[src/svm_regs.svh]
// Register offsets, reset values and limits for the servo gain selector
`ifndef SVM_REGS_SVH
`define SVM_REGS_SVH

// Gain set registers
`define SVM_OFF_VKP0      32'h60f90110
`define SVM_OFF_VKI0      32'h60f90210
`define SVM_OFF_PKP0      32'h60fb0110
`define SVM_OFF_VKP1      32'h23400410
`define SVM_OFF_VKI1      32'h23400510
`define SVM_OFF_PKP1      32'h23400610
`define SVM_OFF_VKP2      32'h23400710
`define SVM_OFF_VKI2      32'h23400810
`define SVM_OFF_PKP2      32'h23400910
`define SVM_OFF_VKP3      32'h23400a10
`define SVM_OFF_VKI3      32'h23400b10
`define SVM_OFF_PKP3      32'h23400c10
`define SVM_OFF_GAIN_IDX  32'h60f92808

// Loop tuning registers
`define SVM_OFF_VFF       32'h20000000
`define SVM_OFF_AFF       32'h20000004
`define SVM_OFF_PBW       32'h20000008
`define SVM_OFF_PFILT     32'h2000000c
`define SVM_OFF_SFB       32'h20000010
`define SVM_OFF_VBW       32'h20000014
`define SVM_OFF_CTRL      32'h20000018
`define SVM_OFF_MODE      32'h2000001c
`define SVM_OFF_STATUS    32'h20000020

// Control register bit positions
`define SVM_CTRL_AUTO     0
`define SVM_CTRL_GAIN_DIN 1
`define SVM_CTRL_MODE_DIN 2
`define SVM_CTRL_LIM_DIS  3

// Reset values
`define SVM_RST_VKP       16'h0064
`define SVM_RST_VKI       16'h0002
`define SVM_RST_PKP       16'h03e8
`define SVM_RST_VFF       16'h0100
`define SVM_RST_AFF       16'h7fff
`define SVM_RST_PBW       16'h0000
`define SVM_RST_PFILT     16'h0001
`define SVM_RST_SFB       16'h002d
`define SVM_RST_FBHZ      16'h03e8
`define SVM_RST_MODE0     8'hfc
`define SVM_RST_MODE1     8'hfd

// Limits and scale factors
`define SVM_VFF_MAX       16'h0100
`define SVM_SFB_MAX       16'h002d
`define SVM_PKP_PER_HZ    16'h0067
`define SVM_SFB_HZ_STEP   16'h0014
`define SVM_SFB_HZ_BASE   16'h0064
`define SVM_MODE_PULSE    8'hfc
`define SVM_MODE_PROF_POS 8'h01
`define SVM_MODE_PROF_VEL 8'h03

`endif
[src/svm_pkg.sv]
// Types shared by the servo gain selector
package svm_pkg;

  typedef logic [15:0] svm_word_t;

  // Avalon-MM slave request
  typedef struct packed {
    logic        read;
    logic        write;
    logic [31:0] address;
    logic [31:0] writedata;
  } svm_bus_req_s;

  // Auto-tuning result for one gain set
  typedef struct packed {
    logic      valid;
    svm_word_t vkp;
    svm_word_t vki;
    svm_word_t pkp;
  } svm_tune_s;

  // Gains applied to the control loops
  typedef struct packed {
    svm_word_t vkp;
    svm_word_t vki;
    svm_word_t pkp;
    svm_word_t vff;
    svm_word_t aff;
    svm_word_t fb_hz;
  } svm_loop_s;

  // Whole state of the selector
  typedef struct packed {
    logic                 ack;
    logic [31:0]          rdata;
    logic [2:0][2:0]      sync;
    logic [2:0]           pin;
    logic [3:0][15:0]     vkp;
    logic [3:0][15:0]     vki;
    logic [3:0][15:0]     pkp;
    svm_word_t            vff;
    svm_word_t            aff;
    svm_word_t            pbw;
    svm_word_t            vbw;
    svm_word_t            pfilt;
    svm_word_t            sfb;
    logic                 auto_sw;
    logic                 gain_din;
    logic                 mode_din;
    logic                 lim_dis;
    logic [7:0]           mode0;
    logic [7:0]           mode1;
    logic [7:0]           mode;
    logic [1:0]           idx;
    svm_loop_s            loop;
  } svm_state_s;

endpackage

[src/svm_gain_select.sv]
// Gain set selection and loop tuning registers for a servo drive
`include "svm_regs.svh"

module svm_gain_select (
  // Clock and reset
  input  wire logic                 core_clk,
  input  wire logic                 srst,
  // Avalon-MM slave
  input  wire svm_pkg::svm_bus_req_s avs_req,
  output logic [31:0]               avs_readdata,
  output logic                      avs_waitrequest,
  // Digital input pins
  input  wire logic                 gain_switch0,
  input  wire logic                 gain_switch1,
  input  wire logic                 mode_control_input,
  // Control loop timing and status
  input  wire logic                 loop_tick,
  input  wire logic                 position_reached,
  input  wire svm_pkg::svm_tune_s   tune,
  // Loop outputs
  output svm_pkg::svm_loop_s        loop_gains,
  output logic [1:0]                current_gain_index,
  output logic [7:0]                op_mode,
  output logic                      limit_status,
  output logic                      limit_display
);

  svm_pkg::svm_state_s state_reg;
  svm_pkg::svm_state_s state_next;

  logic [2:0]  pin_raw;
  logic        bus_req;
  logic        wr_hit;
  logic [23:0] pkp_prod;
  logic [15:0] wr16;
  logic [1:0]  idx_sel;
  logic        auto_mode;

  assign pin_raw = {mode_control_input, gain_switch1, gain_switch0};
  assign bus_req = avs_req.read | avs_req.write;
  assign wr_hit  = avs_req.write & state_reg.ack;
  assign wr16    = avs_req.writedata[15:0];

  // Saturate so a large bandwidth never wraps into a small gain
  assign pkp_prod = 24'(wr16) * 24'(`SVM_PKP_PER_HZ);

  // Automatic switching only in pulse, position and velocity modes
  assign auto_mode = (state_reg.mode == `SVM_MODE_PULSE) ||
                     (state_reg.mode == `SVM_MODE_PROF_POS) ||
                     (state_reg.mode == `SVM_MODE_PROF_VEL);

  // Gain set choice from pins or position reached
  always_comb begin
    if (state_reg.gain_din) begin
      idx_sel = {state_reg.pin[1], state_reg.pin[0]};
    end else if (state_reg.auto_sw && auto_mode) begin
      idx_sel = position_reached ? 2'h1 : 2'h0;
    end else begin
      idx_sel = 2'h0;
    end
  end

  // Next state
  always_comb begin
    state_next = state_reg;

    // One wait cycle per access; answer lands as waitrequest drops
    state_next.ack = bus_req & ~state_reg.ack;

    // Pin synchronisers; level accepted once stages two and three agree
    for (int i = 0; i < 3; i++) begin
      state_next.sync[i] = {state_reg.sync[i][1:0], pin_raw[i]};
      if (state_reg.sync[i][1] == state_reg.sync[i][2]) begin
        state_next.pin[i] = state_reg.sync[i][2];
      end
    end

    // Read data captured in the cycle before the answer
    if (avs_req.read && !state_reg.ack) begin
      unique case (avs_req.address)
        `SVM_OFF_VKP0:     state_next.rdata = {16'h0000, state_reg.vkp[0]};
        `SVM_OFF_VKI0:     state_next.rdata = {16'h0000, state_reg.vki[0]};
        `SVM_OFF_PKP0:     state_next.rdata = {16'h0000, state_reg.pkp[0]};
        `SVM_OFF_VKP1:     state_next.rdata = {16'h0000, state_reg.vkp[1]};
        `SVM_OFF_VKI1:     state_next.rdata = {16'h0000, state_reg.vki[1]};
        `SVM_OFF_PKP1:     state_next.rdata = {16'h0000, state_reg.pkp[1]};
        `SVM_OFF_VKP2:     state_next.rdata = {16'h0000, state_reg.vkp[2]};
        `SVM_OFF_VKI2:     state_next.rdata = {16'h0000, state_reg.vki[2]};
        `SVM_OFF_PKP2:     state_next.rdata = {16'h0000, state_reg.pkp[2]};
        `SVM_OFF_VKP3:     state_next.rdata = {16'h0000, state_reg.vkp[3]};
        `SVM_OFF_VKI3:     state_next.rdata = {16'h0000, state_reg.vki[3]};
        `SVM_OFF_PKP3:     state_next.rdata = {16'h0000, state_reg.pkp[3]};
        `SVM_OFF_GAIN_IDX: state_next.rdata = {30'h0, state_reg.idx};
        `SVM_OFF_VFF:      state_next.rdata = {16'h0000, state_reg.vff};
        `SVM_OFF_AFF:      state_next.rdata = {16'h0000, state_reg.aff};
        `SVM_OFF_PBW:      state_next.rdata = {16'h0000, state_reg.pbw};
        `SVM_OFF_PFILT:    state_next.rdata = {16'h0000, state_reg.pfilt};
        `SVM_OFF_SFB:      state_next.rdata = {16'h0000, state_reg.sfb};
        `SVM_OFF_VBW:      state_next.rdata = {16'h0000, state_reg.vbw};
        `SVM_OFF_CTRL:     state_next.rdata = {28'h0, state_reg.lim_dis,
                                               state_reg.mode_din,
                                               state_reg.gain_din,
                                               state_reg.auto_sw};
        `SVM_OFF_MODE:     state_next.rdata = {16'h0000, state_reg.mode1,
                                               state_reg.mode0};
        `SVM_OFF_STATUS:   state_next.rdata = {16'h0000, state_reg.mode,
                                               5'h00, ~state_reg.lim_dis,
                                               state_reg.idx};
        default:           state_next.rdata = 32'h0000_0000;
      endcase
    end

    // Register writes; unmapped addresses are dropped
    if (wr_hit) begin
      unique case (avs_req.address)
        `SVM_OFF_VKP0: state_next.vkp[0] = wr16;
        `SVM_OFF_VKI0: state_next.vki[0] = wr16;
        `SVM_OFF_PKP0: state_next.pkp[0] = wr16;
        `SVM_OFF_VKP1: state_next.vkp[1] = wr16;
        `SVM_OFF_VKI1: state_next.vki[1] = wr16;
        `SVM_OFF_PKP1: state_next.pkp[1] = wr16;
        `SVM_OFF_VKP2: state_next.vkp[2] = wr16;
        `SVM_OFF_VKI2: state_next.vki[2] = wr16;
        `SVM_OFF_PKP2: state_next.pkp[2] = wr16;
        `SVM_OFF_VKP3: state_next.vkp[3] = wr16;
        `SVM_OFF_VKI3: state_next.vki[3] = wr16;
        `SVM_OFF_PKP3: state_next.pkp[3] = wr16;
        `SVM_OFF_VFF: begin
          state_next.vff = (wr16 > `SVM_VFF_MAX) ? `SVM_VFF_MAX : wr16;
        end
        `SVM_OFF_AFF:   state_next.aff = wr16;
        `SVM_OFF_PBW:   state_next.pbw = wr16;
        `SVM_OFF_PFILT: state_next.pfilt = wr16;
        `SVM_OFF_SFB: begin
          state_next.sfb = (wr16 > `SVM_SFB_MAX) ? `SVM_SFB_MAX : wr16;
        end
        `SVM_OFF_VBW: state_next.vbw = wr16;
        `SVM_OFF_CTRL: begin
          state_next.auto_sw  = avs_req.writedata[`SVM_CTRL_AUTO];
          state_next.gain_din = avs_req.writedata[`SVM_CTRL_GAIN_DIN];
          state_next.mode_din = avs_req.writedata[`SVM_CTRL_MODE_DIN];
          state_next.lim_dis  = avs_req.writedata[`SVM_CTRL_LIM_DIS];
        end
        `SVM_OFF_MODE: begin
          state_next.mode0 = avs_req.writedata[7:0];
          state_next.mode1 = avs_req.writedata[15:8];
        end
        default: ;
      endcase
    end

    // Bandwidth drives only the position gain of set 0
    if (wr_hit && avs_req.address == `SVM_OFF_PBW) begin
      state_next.pkp[0] = (pkp_prod[23:16] != 8'h00) ? 16'hffff
                                                       : 16'(pkp_prod);
    end

    // Auto-tuning result lands last so it wins over a bus write
    if (tune.valid) begin
      state_next.vkp[0] = tune.vkp;
      state_next.vki[0] = tune.vki;
      state_next.pkp[0] = tune.pkp;
    end

    // Mode follows the filtered mode pin when it is assigned
    state_next.mode = (state_reg.mode_din && state_reg.pin[2]) ? state_reg.mode1
                                                                : state_reg.mode0;

    // Loop parameters change only on a control loop update
    if (loop_tick) begin
      state_next.idx       = idx_sel;
      state_next.loop.vkp  = state_reg.vkp[idx_sel];
      state_next.loop.vki  = state_reg.vki[idx_sel];
      state_next.loop.pkp  = state_reg.pkp[idx_sel];
      state_next.loop.vff  = state_reg.vff;
      state_next.loop.aff  = state_reg.aff;
      state_next.loop.fb_hz = 16'(state_reg.sfb * `SVM_SFB_HZ_STEP +
                                  `SVM_SFB_HZ_BASE);
    end
  end

  // State register with reset defaults
  always_ff @(posedge core_clk) begin
    if (srst) begin
      state_reg          <= '0;
      state_reg.vkp      <= {4{`SVM_RST_VKP}};
      state_reg.vki      <= {4{`SVM_RST_VKI}};
      state_reg.pkp      <= {4{`SVM_RST_PKP}};
      state_reg.vff      <= `SVM_RST_VFF;
      state_reg.aff      <= `SVM_RST_AFF;
      state_reg.pbw      <= `SVM_RST_PBW;
      state_reg.pfilt    <= `SVM_RST_PFILT;
      state_reg.sfb      <= `SVM_RST_SFB;
      state_reg.mode0    <= `SVM_RST_MODE0;
      state_reg.mode1    <= `SVM_RST_MODE1;
      state_reg.mode     <= `SVM_RST_MODE0;
      state_reg.loop.vkp <= `SVM_RST_VKP;
      state_reg.loop.vki <= `SVM_RST_VKI;
      state_reg.loop.pkp <= `SVM_RST_PKP;
      state_reg.loop.vff <= `SVM_RST_VFF;
      state_reg.loop.aff <= `SVM_RST_AFF;
      state_reg.loop.fb_hz <= `SVM_RST_FBHZ;
    end else begin
      state_reg <= state_next;
    end
  end

  // Outputs straight from the state register
  assign avs_readdata       = state_reg.rdata;
  assign avs_waitrequest    = ~state_reg.ack;
  assign loop_gains         = state_reg.loop;
  assign current_gain_index = state_reg.idx;
  assign op_mode            = state_reg.mode;
  assign limit_status       = ~state_reg.lim_dis;
  assign limit_display      = ~state_reg.lim_dis;

  // Pin-selected gain set reaches the loop on the next tick
  property p_pin_select;
    @(posedge core_clk) disable iff (srst)
      (loop_tick && state_reg.gain_din)
      |=> (current_gain_index == $past({state_reg.pin[1], state_reg.pin[0]}));
  endproperty
  a_pin_select: assert property (p_pin_select)
    else $error("gain index does not follow select pins");

  property p_auto_switch;
    @(posedge core_clk) disable iff (srst)
      (loop_tick && !state_reg.gain_din && state_reg.auto_sw && auto_mode)
      |=> (current_gain_index == {1'b0, $past(position_reached)});
  endproperty
  a_auto_switch: assert property (p_auto_switch)
    else $error("automatic switching picked wrong set");

  property p_auto_ignored;
    @(posedge core_clk) disable iff (srst)
      (loop_tick && state_reg.gain_din && !state_reg.pin[1] && !state_reg.pin[0])
      |=> (current_gain_index == 2'h0);
  endproperty
  a_auto_ignored: assert property (p_auto_ignored)
    else $error("automatic switching overrode select pins");

  property p_index_hold;
    @(posedge core_clk) disable iff (srst)
      !loop_tick |=> $stable(current_gain_index) && $stable(loop_gains);
  endproperty
  a_index_hold: assert property (p_index_hold)
    else $error("gain set changed between loop updates");

  property p_index_read;
    @(posedge core_clk) disable iff (srst)
      (avs_req.read && !avs_waitrequest && avs_req.address == `SVM_OFF_GAIN_IDX)
      |-> (avs_readdata == {30'h0, $past(current_gain_index)});
  endproperty
  a_index_read: assert property (p_index_read)
    else $error("gain index read mismatch");

  property p_tune_set0;
    @(posedge core_clk) disable iff (srst)
      tune.valid |=> (state_reg.vkp[0] == $past(tune.vkp)) &&
                     $stable(state_reg.vkp[3:1]) && $stable(state_reg.pkp[3:1]);
  endproperty
  a_tune_set0: assert property (p_tune_set0)
    else $error("auto-tuning touched wrong gain set");

  property p_bw_gain;
    @(posedge core_clk) disable iff (srst)
      (wr_hit && avs_req.address == `SVM_OFF_PBW && !tune.valid && wr16 < 16'h0100)
      |=> (state_reg.pkp[0] == 16'($past(wr16) * 16'd103)) && $stable(state_reg.pkp[1]);
  endproperty
  a_bw_gain: assert property (p_bw_gain)
    else $error("position gain not bandwidth times 103");

  property p_ranges;
    @(posedge core_clk) disable iff (srst)
      (state_reg.vff <= 16'h0100) && (state_reg.sfb <= 16'h002d);
  endproperty
  a_ranges: assert property (p_ranges)
    else $error("feedforward or filter setting out of range");

  property p_fb_hz;
    @(posedge core_clk) disable iff (srst)
      loop_tick |=> (loop_gains.fb_hz == 16'($past(state_reg.sfb) * 16'd20 + 16'd100));
  endproperty
  a_fb_hz: assert property (p_fb_hz)
    else $error("feedback filter bandwidth wrong");

  property p_mode_idle;
    @(posedge core_clk) disable iff (srst)
      (!state_reg.mode_din || !state_reg.pin[2]) |=> (op_mode == $past(state_reg.mode0));
  endproperty
  a_mode_idle: assert property (p_mode_idle)
    else $error("idle mode input did not select default mode");

  property p_limit;
    @(posedge core_clk) disable iff (srst)
      limit_status == !state_reg.lim_dis && limit_display == limit_status;
  endproperty
  a_limit: assert property (p_limit)
    else $error("limit status display mismatch");

  property p_bus_answer;
    @(posedge core_clk) disable iff (srst)
      (bus_req && avs_waitrequest) |=> !avs_waitrequest;
  endproperty
  a_bus_answer: assert property (p_bus_answer)
    else $error("bus request not answered in one cycle");

  // Active mode pin selects the second mode
  property p_mode_active;
    @(posedge core_clk) disable iff (srst)
      (state_reg.mode_din && state_reg.pin[2]) |=> (op_mode == $past(state_reg.mode1));
  endproperty
  a_mode_active: assert property (p_mode_active)
    else $error("active mode input did not select second mode");

  // Without pin selection or automatic switching set 0 stays in use
  property p_auto_off;
    @(posedge core_clk) disable iff (srst)
      (loop_tick && !state_reg.gain_din && !(state_reg.auto_sw && auto_mode))
      |=> (current_gain_index == 2'h0);
  endproperty
  a_auto_off: assert property (p_auto_off)
    else $error("gain set other than 0 without switching");

  property p_vff_clamp;
    @(posedge core_clk) disable iff (srst)
      (wr_hit && avs_req.address == `SVM_OFF_VFF && wr16 > 16'h0100)
      |=> (state_reg.vff == 16'h0100);
  endproperty
  a_vff_clamp: assert property (p_vff_clamp)
    else $error("velocity feedforward not clamped");

  property p_sfb_clamp;
    @(posedge core_clk) disable iff (srst)
      (wr_hit && avs_req.address == `SVM_OFF_SFB && wr16 > 16'h002d)
      |=> (state_reg.sfb == 16'h002d);
  endproperty
  a_sfb_clamp: assert property (p_sfb_clamp)
    else $error("feedback filter setting not clamped");

  // Bandwidth write leaves sets 1 to 3 alone
  property p_bw_other_sets;
    @(posedge core_clk) disable iff (srst)
      (wr_hit && avs_req.address == `SVM_OFF_PBW)
      |=> $stable(state_reg.pkp[3:1]) && $stable(state_reg.vkp[3:1]) &&
          $stable(state_reg.vki[3:1]);
  endproperty
  a_bw_other_sets: assert property (p_bw_other_sets)
    else $error("bandwidth write touched gain sets 1 to 3");

  // Feedforward settings reach the loop on a tick
  property p_ff_copy;
    @(posedge core_clk) disable iff (srst)
      loop_tick |=> (loop_gains.aff == $past(state_reg.aff)) &&
                    (loop_gains.vff == $past(state_reg.vff));
  endproperty
  a_ff_copy: assert property (p_ff_copy)
    else $error("feedforward not applied at loop update");

  property p_tune_rest;
    @(posedge core_clk) disable iff (srst)
      tune.valid |=> (state_reg.vki[0] == $past(tune.vki)) &&
                     (state_reg.pkp[0] == $past(tune.pkp));
  endproperty
  a_tune_rest: assert property (p_tune_rest)
    else $error("auto-tuning result not stored in set 0");

endmodule

[config.mk]
export PLATFORM = sky130hd
export DESIGN_NAME = svm_gain_select
export DESIGN_NICKNAME = d
export VERILOG_FILES = /design/src/svm_pkg.sv /design/src/svm_gain_select.sv
export VERILOG_INCLUDE_DIRS = /design/src
export SDC_FILE = /design/constraint.sdc
export NUM_CORES = 1
export LEC_CHECK = 0
export BUFFER_PORTS_ARGS = -buffer_cell sky130_fd_sc_hd__clkbuf_2
export CAP_MARGIN = 20
export CORE_UTILIZATION = 25
export CTS_BUF_LIST = sky130_fd_sc_hd__clkbuf_4 sky130_fd_sc_hd__clkbuf_8
export DETAILED_ROUTE_END_ITERATION = 8
export PLACE_DENSITY = 0.43
export SLEW_MARGIN = 20
export SYNTH_ARGS = -nofsm -noshare
export SYNTH_HDL_FRONTEND = slang
export SYNTH_SLANG_ARGS = --single-unit
[constraint.sdc]
create_clock -name core_clk -period 6.95 [get_ports core_clk]
set_clock_uncertainty 0.1 [all_clocks]
set_input_delay 0.3475 -clock core_clk [delete_from_list [all_inputs] [get_ports core_clk]]
set_output_delay 0.3475 -clock core_clk [all_outputs]
set_load 0.02 [all_outputs]
==> impl_results.html <==
<table>
<tr><th>Metric</th><th>Value</th></tr>
<tr><th colspan="2">Logic synthesis</th></tr>
<tr><td>Part of the Yosys area used for sequential elements</td><td>35.4%</td></tr>
<tr><td>Ranking of synthesized cells by instance count</td><td>651 x nand2_1, 441 x dfxtp_1, 278 x a21oi_1</td></tr>
<tr><td>Cell type contributing the most total cell area after synthesis</td><td>dfxtp_1</td></tr>
<tr><td>Area share of the leading cell type in the synthesized netlist</td><td>35.4%</td></tr>
<tr><td>Most used DFF post-synth</td><td>dfxtp_1</td></tr>
<tr><td>Number of synthesized register bits</td><td>441</td></tr>
<tr><td>Proportion of synthesized flip-flops having asynchronous set or reset</td><td>0%</td></tr>
<tr><td>Most area-consuming cells after synthesis</td><td>dfxtp_1 35%, nand2_1 9.8%, mux2i_1 6.1%</td></tr>
<tr><td>Instance count of the mapped netlist</td><td>3,100</td></tr>
<tr><td>Netlist area before placement</td><td>24,900 um^2</td></tr>
<tr><td>Count of yosys warnings during synthesis</td><td>0</td></tr>
<tr><td>Count of flip-flops with a built-in enable after synthesis</td><td>0</td></tr>
<tr><td>Average cell area after synthesis</td><td>8.04 um^2</td></tr>
<tr><td>Unique masters post-synth</td><td>80</td></tr>
<tr><td>Top-count cell post-synth</td><td>nand2_1</td></tr>
<tr><th colspan="2">Layout</th></tr>
<tr><td>Layout net count</td><td>3,441</td></tr>
<tr><td>Total area of multi-input combinational cells</td><td>14,000 um^2</td></tr>
<tr><td>Flip-flop count of the largest register after layout</td><td>315</td></tr>
<tr><td>Non-Filler Instances</td><td>4,543</td></tr>
<tr><td>Storage element area</td><td>8830 um^2</td></tr>
<tr><td>Layout Area Growth over Synthesis</td><td>15.3%</td></tr>
<tr><td>FILL cells</td><td>10,702</td></tr>
<tr><td>Fraction of final layout cells with drive strength greater than 1</td><td>15.6%</td></tr>
<tr><th colspan="2">Pwr</th></tr>
<tr><td>Pwr per Cell Area</td><td>238 nW/um^2</td></tr>
<tr><td>Leakage</td><td>0.0113 uW</td></tr>
<tr><td>Worst IR Drop VDD</td><td>0.109 mV</td></tr>
<tr><th colspan="2">Global route</th></tr>
<tr><td>Number of global-route vias before repair</td><td>22,012</td></tr>
<tr><td>Pin count of the biggest net entering global routing</td><td>84</td></tr>
<tr><td>Antenna violations before repair</td><td>5</td></tr>
<tr><td>All-Layer GR Usage</td><td>23.0%</td></tr>
<tr><td>Total congestion overflow</td><td>0</td></tr>
<tr><td>Global-route wire length before repair</td><td>169,000 um</td></tr>
<tr><th colspan="2">Die</th></tr>
<tr><td>Horizontal die dimension</td><td>318 um</td></tr>
<tr><td>Die outline area</td><td>101,000 um^2</td></tr>
<tr><td>Area inside the core boundary</td><td>98,600 um^2</td></tr>
<tr><td>Total I/O pin count</td><td>263</td></tr>
<tr><td>Die Ht</td><td>318 um</td></tr>
<tr><td>Starting Density</td><td>25.3%</td></tr>
<tr><td>Site row count</td><td>115</td></tr>
<tr><th colspan="2">Setup path</th></tr>
<tr><td>Critical path startpoint category</td><td>input pin</td></tr>
<tr><td>Crit path from</td><td>avs_req[5]</td></tr>
<tr><td>Number of cells traversed by the worst register-to-register path</td><td>12</td></tr>
<tr><td>Critical register-to-register path endpoint</td><td>loop_gains[15]$_SDFFE_PP0P_</td></tr>
<tr><td>Nature of the critical path endpoint</td><td>flop</td></tr>
<tr><td>Arrival time at the worst endpoint</td><td>5.99 ns</td></tr>
<tr><td>Critical Path Sink</td><td>state_reg[234]$_SDFFE_PP0P_</td></tr>
<tr><td>Crit path required time</td><td>7.41 ns</td></tr>
<tr><td>Slack of the worst reg-to-reg path</td><td>3.26 ns</td></tr>
<tr><td>Launching point of the worst reg2reg path</td><td>state_reg[129]$_SDFFE_PP1P_</td></tr>
<tr><td>Largest fanout on the critical path</td><td>18</td></tr>
<tr><td>Crit path kind</td><td>input pin to flop</td></tr>
<tr><th colspan="2">Drt</th></tr>
<tr><td>Detailed router's first-iteration violation count</td><td>2,843</td></tr>
<tr><td>Via count</td><td>23,710</td></tr>
<tr><td>Average detailed-routed wire length per instance</td><td>26.4 um</td></tr>
<tr><td>Remaining antenna violation count</td><td>0</td></tr>
<tr><td>Detailed Routing Iterations Pass 1</td><td>6</td></tr>
<tr><td>Detailed-route wire length</td><td>120,000 um</td></tr>
<tr><td>Number of vias per cell after detailed routing</td><td>5.22</td></tr>
<tr><td>Residual DRC</td><td>0</td></tr>
<tr><th colspan="2">Timing</th></tr>
<tr><td>Slew at the pin closest to its max-slew limit</td><td>1.19 ns</td></tr>
<tr><td>Sum Neg Setup Slack</td><td>0 ns</td></tr>
<tr><td>Highest clock frequency the design can meet</td><td>181 MHz</td></tr>
<tr><td>Finish-stage setup viols</td><td>0</td></tr>
<tr><td>Time the worst path needs with I/O delays and setup</td><td>5.53 ns</td></tr>
<tr><td>Endpoints failing hold</td><td>0</td></tr>
<tr><td>Setup repair after global routing missed its margin</td><td>false</td></tr>
<tr><td>Number of max-slew violations in the final report</td><td>0</td></tr>
<tr><td>Worst slew margin</td><td>18.5%</td></tr>
<tr><td>Ratio of final minimum period to clock period</td><td>79.6%</td></tr>
<tr><th colspan="2">Clock tree</th></tr>
<tr><td>Inserted Clock Buffers</td><td>84</td></tr>
<tr><td>Number of H-tree levels</td><td>3</td></tr>
<tr><td>Clock Latency Late Sink</td><td>0.74 ns</td></tr>
<tr><td>TritonCTS clock tree</td><td>done</td></tr>
<tr><td>Worst-path clk slew</td><td>0.07 ns</td></tr>
<tr><td>CTS sink count</td><td>441</td></tr>
<tr><td>Deepest clock path buffer count</td><td>3</td></tr>
<tr><td>Number of buffers inserted by post-CTS setup repair</td><td>0</td></tr>
<tr><td>Clock tree root buffer cell</td><td>clkbuf_8</td></tr>
<tr><th colspan="2">Place</th></tr>
<tr><td>Placed wire-length estimate</td><td>86,900 um</td></tr>
<tr><td>Placed cells</td><td>4,341</td></tr>
<tr><td>Buffers on Ports</td><td>228</td></tr>
<tr><td>Gpl congestion</td><td>0.951</td></tr>
<tr><th colspan="2">Worst hold path</th></tr>
<tr><td>Launch instance of the worst min-delay path</td><td>avs_req[6]</td></tr>
<tr><td>Min-Delay Path Class</td><td>input pin to flop</td></tr>
<tr><th colspan="2">Job</th></tr>
<tr><td>Number of maximum-capacitance constraint violations</td><td>0</td></tr>
<tr><th colspan="2">Run status</th></tr>
<tr><td>Status</td><td>completed</td></tr>
</table>
cell usage in the layout, fill, tap and decap left out, types with 75 or more instances in the layout:
cell / instances
ha_1: 99
dfxtp_1: 441
buf_4: 75
inv_1: 78
mux2i_1: 152
a21oi_1: 277
nand2_1: 650
clkbuf_2: 226
nor2_1: 175
clkbuf_8: 101
cells by family (layout without fill, tap and decap cells):
kind of cell / count (synthesis) / after routing / share of synthesized area [%]
adder cells (fa/ha/maj): 129 / 129 / 7.38
AND/OR/NAND/NOR: 1168 / 1168 / 21.5
XOR/XNOR: 46 / 46 / 1.67
AO/OA/AOI/OAI: 702 / 702 / 18.1
buffers and inverters: 447 / 583 / 9.07
multiplexers: 166 / 166 / 6.83
flip-flops: 441 / 441 / 35.4
other: 1 / 21 / 0.0151
area by class of cell:
cell class	instances	share of cell area, %
Sequential cell	441	30.7
Clock inverter	14	0.348
Timing Repair Buffer	352	7.69
Inverter	82	1.08
Antenna cell	3	0.0261
Tap cell	1287	5.60
Multi-Input combinational cell	2229	48.8
Clock buffer	135	5.72
through the flow:
stage | hold slack, ns | power, uW | area, um^2 | worst slack [ns] | util (%)
after floorplan | 0.314 | 3680 | 25000 | 1.81 | -
after global placement | 0.324 | 4140 | 26500 | 1.11 | 26.9
after detailed placement | 0.332 | 4130 | 26500 | 1.05 | 26.9
after CTS | 0.00349 | 6910 | 28700 | 1.56 | 29.1
after global routing | 0.0630 | 7160 | 28700 | 1.21 | 29.2
final | 0.0375 | 6850 | 28700 | 1.42 | 29.2
metal layers:
metal	GRT usage, %	routed length (um)
met1	31.8	53300
met2	34.8	52300
met3	3.65	8850
met4	10.6	5430
met5	0	0
power breakdown:
group	internal (uW)	switching, uW
clock	1500	1230
combinational	547	954
sequential	2560	51.0
total	4610	2240
how the worst min path moves through the flow:
| stage | endpoint | slack [ns] | depth (start not counted) |
|---|---|---|---|
| after global routing | state_reg[225]$_SDFFE_PP1P_ | 0.06 | 4 |
| after floorplan | state_next[419]$_SDFF_PP0_ | 0.31 | 1 |
| final | state_reg[372]$_SDFFE_PP1P_ | 0.04 | 4 |
| after detailed placement | avs_readdata[12]$_SDFFE_PP0P_ | 0.33 | 2 |
| after global placement | state_next[425]$_SDFF_PP0_ | 0.32 | 1 |
| after CTS | state_reg[165]$_SDFFE_PP0P_ | 0.003 | 3 |
what timing repair did:
| item | 4_1_cts | 5_1_grt |
|---|---|---|
| gates resized for setup | 0 | 0 |
| hold buffers | 50 | 0 |
| hold endpoints to repair | 100 | 0 |
critical path, cell delays in order:
cell and delay, ns:
dlygate4sd3_1 0.53, clkbuf_2 0.11, buf_4 0.39, ha_1 0.37, ha_1 0.21, or2_2 0.31
fa_1 0.48, inv_1 0.05, fa_1 0.49, inv_1 0.04, ha_1 0.38, nand2_1 0.10
a211oi_1 0.33, nor2_1 0.09, o311ai_0 0.56, xnor2_1 0.19, o2111ai_1 0.30, o41ai_1 0.55
a211oi_1 0.13
Power figures use the tool's default switching activity.
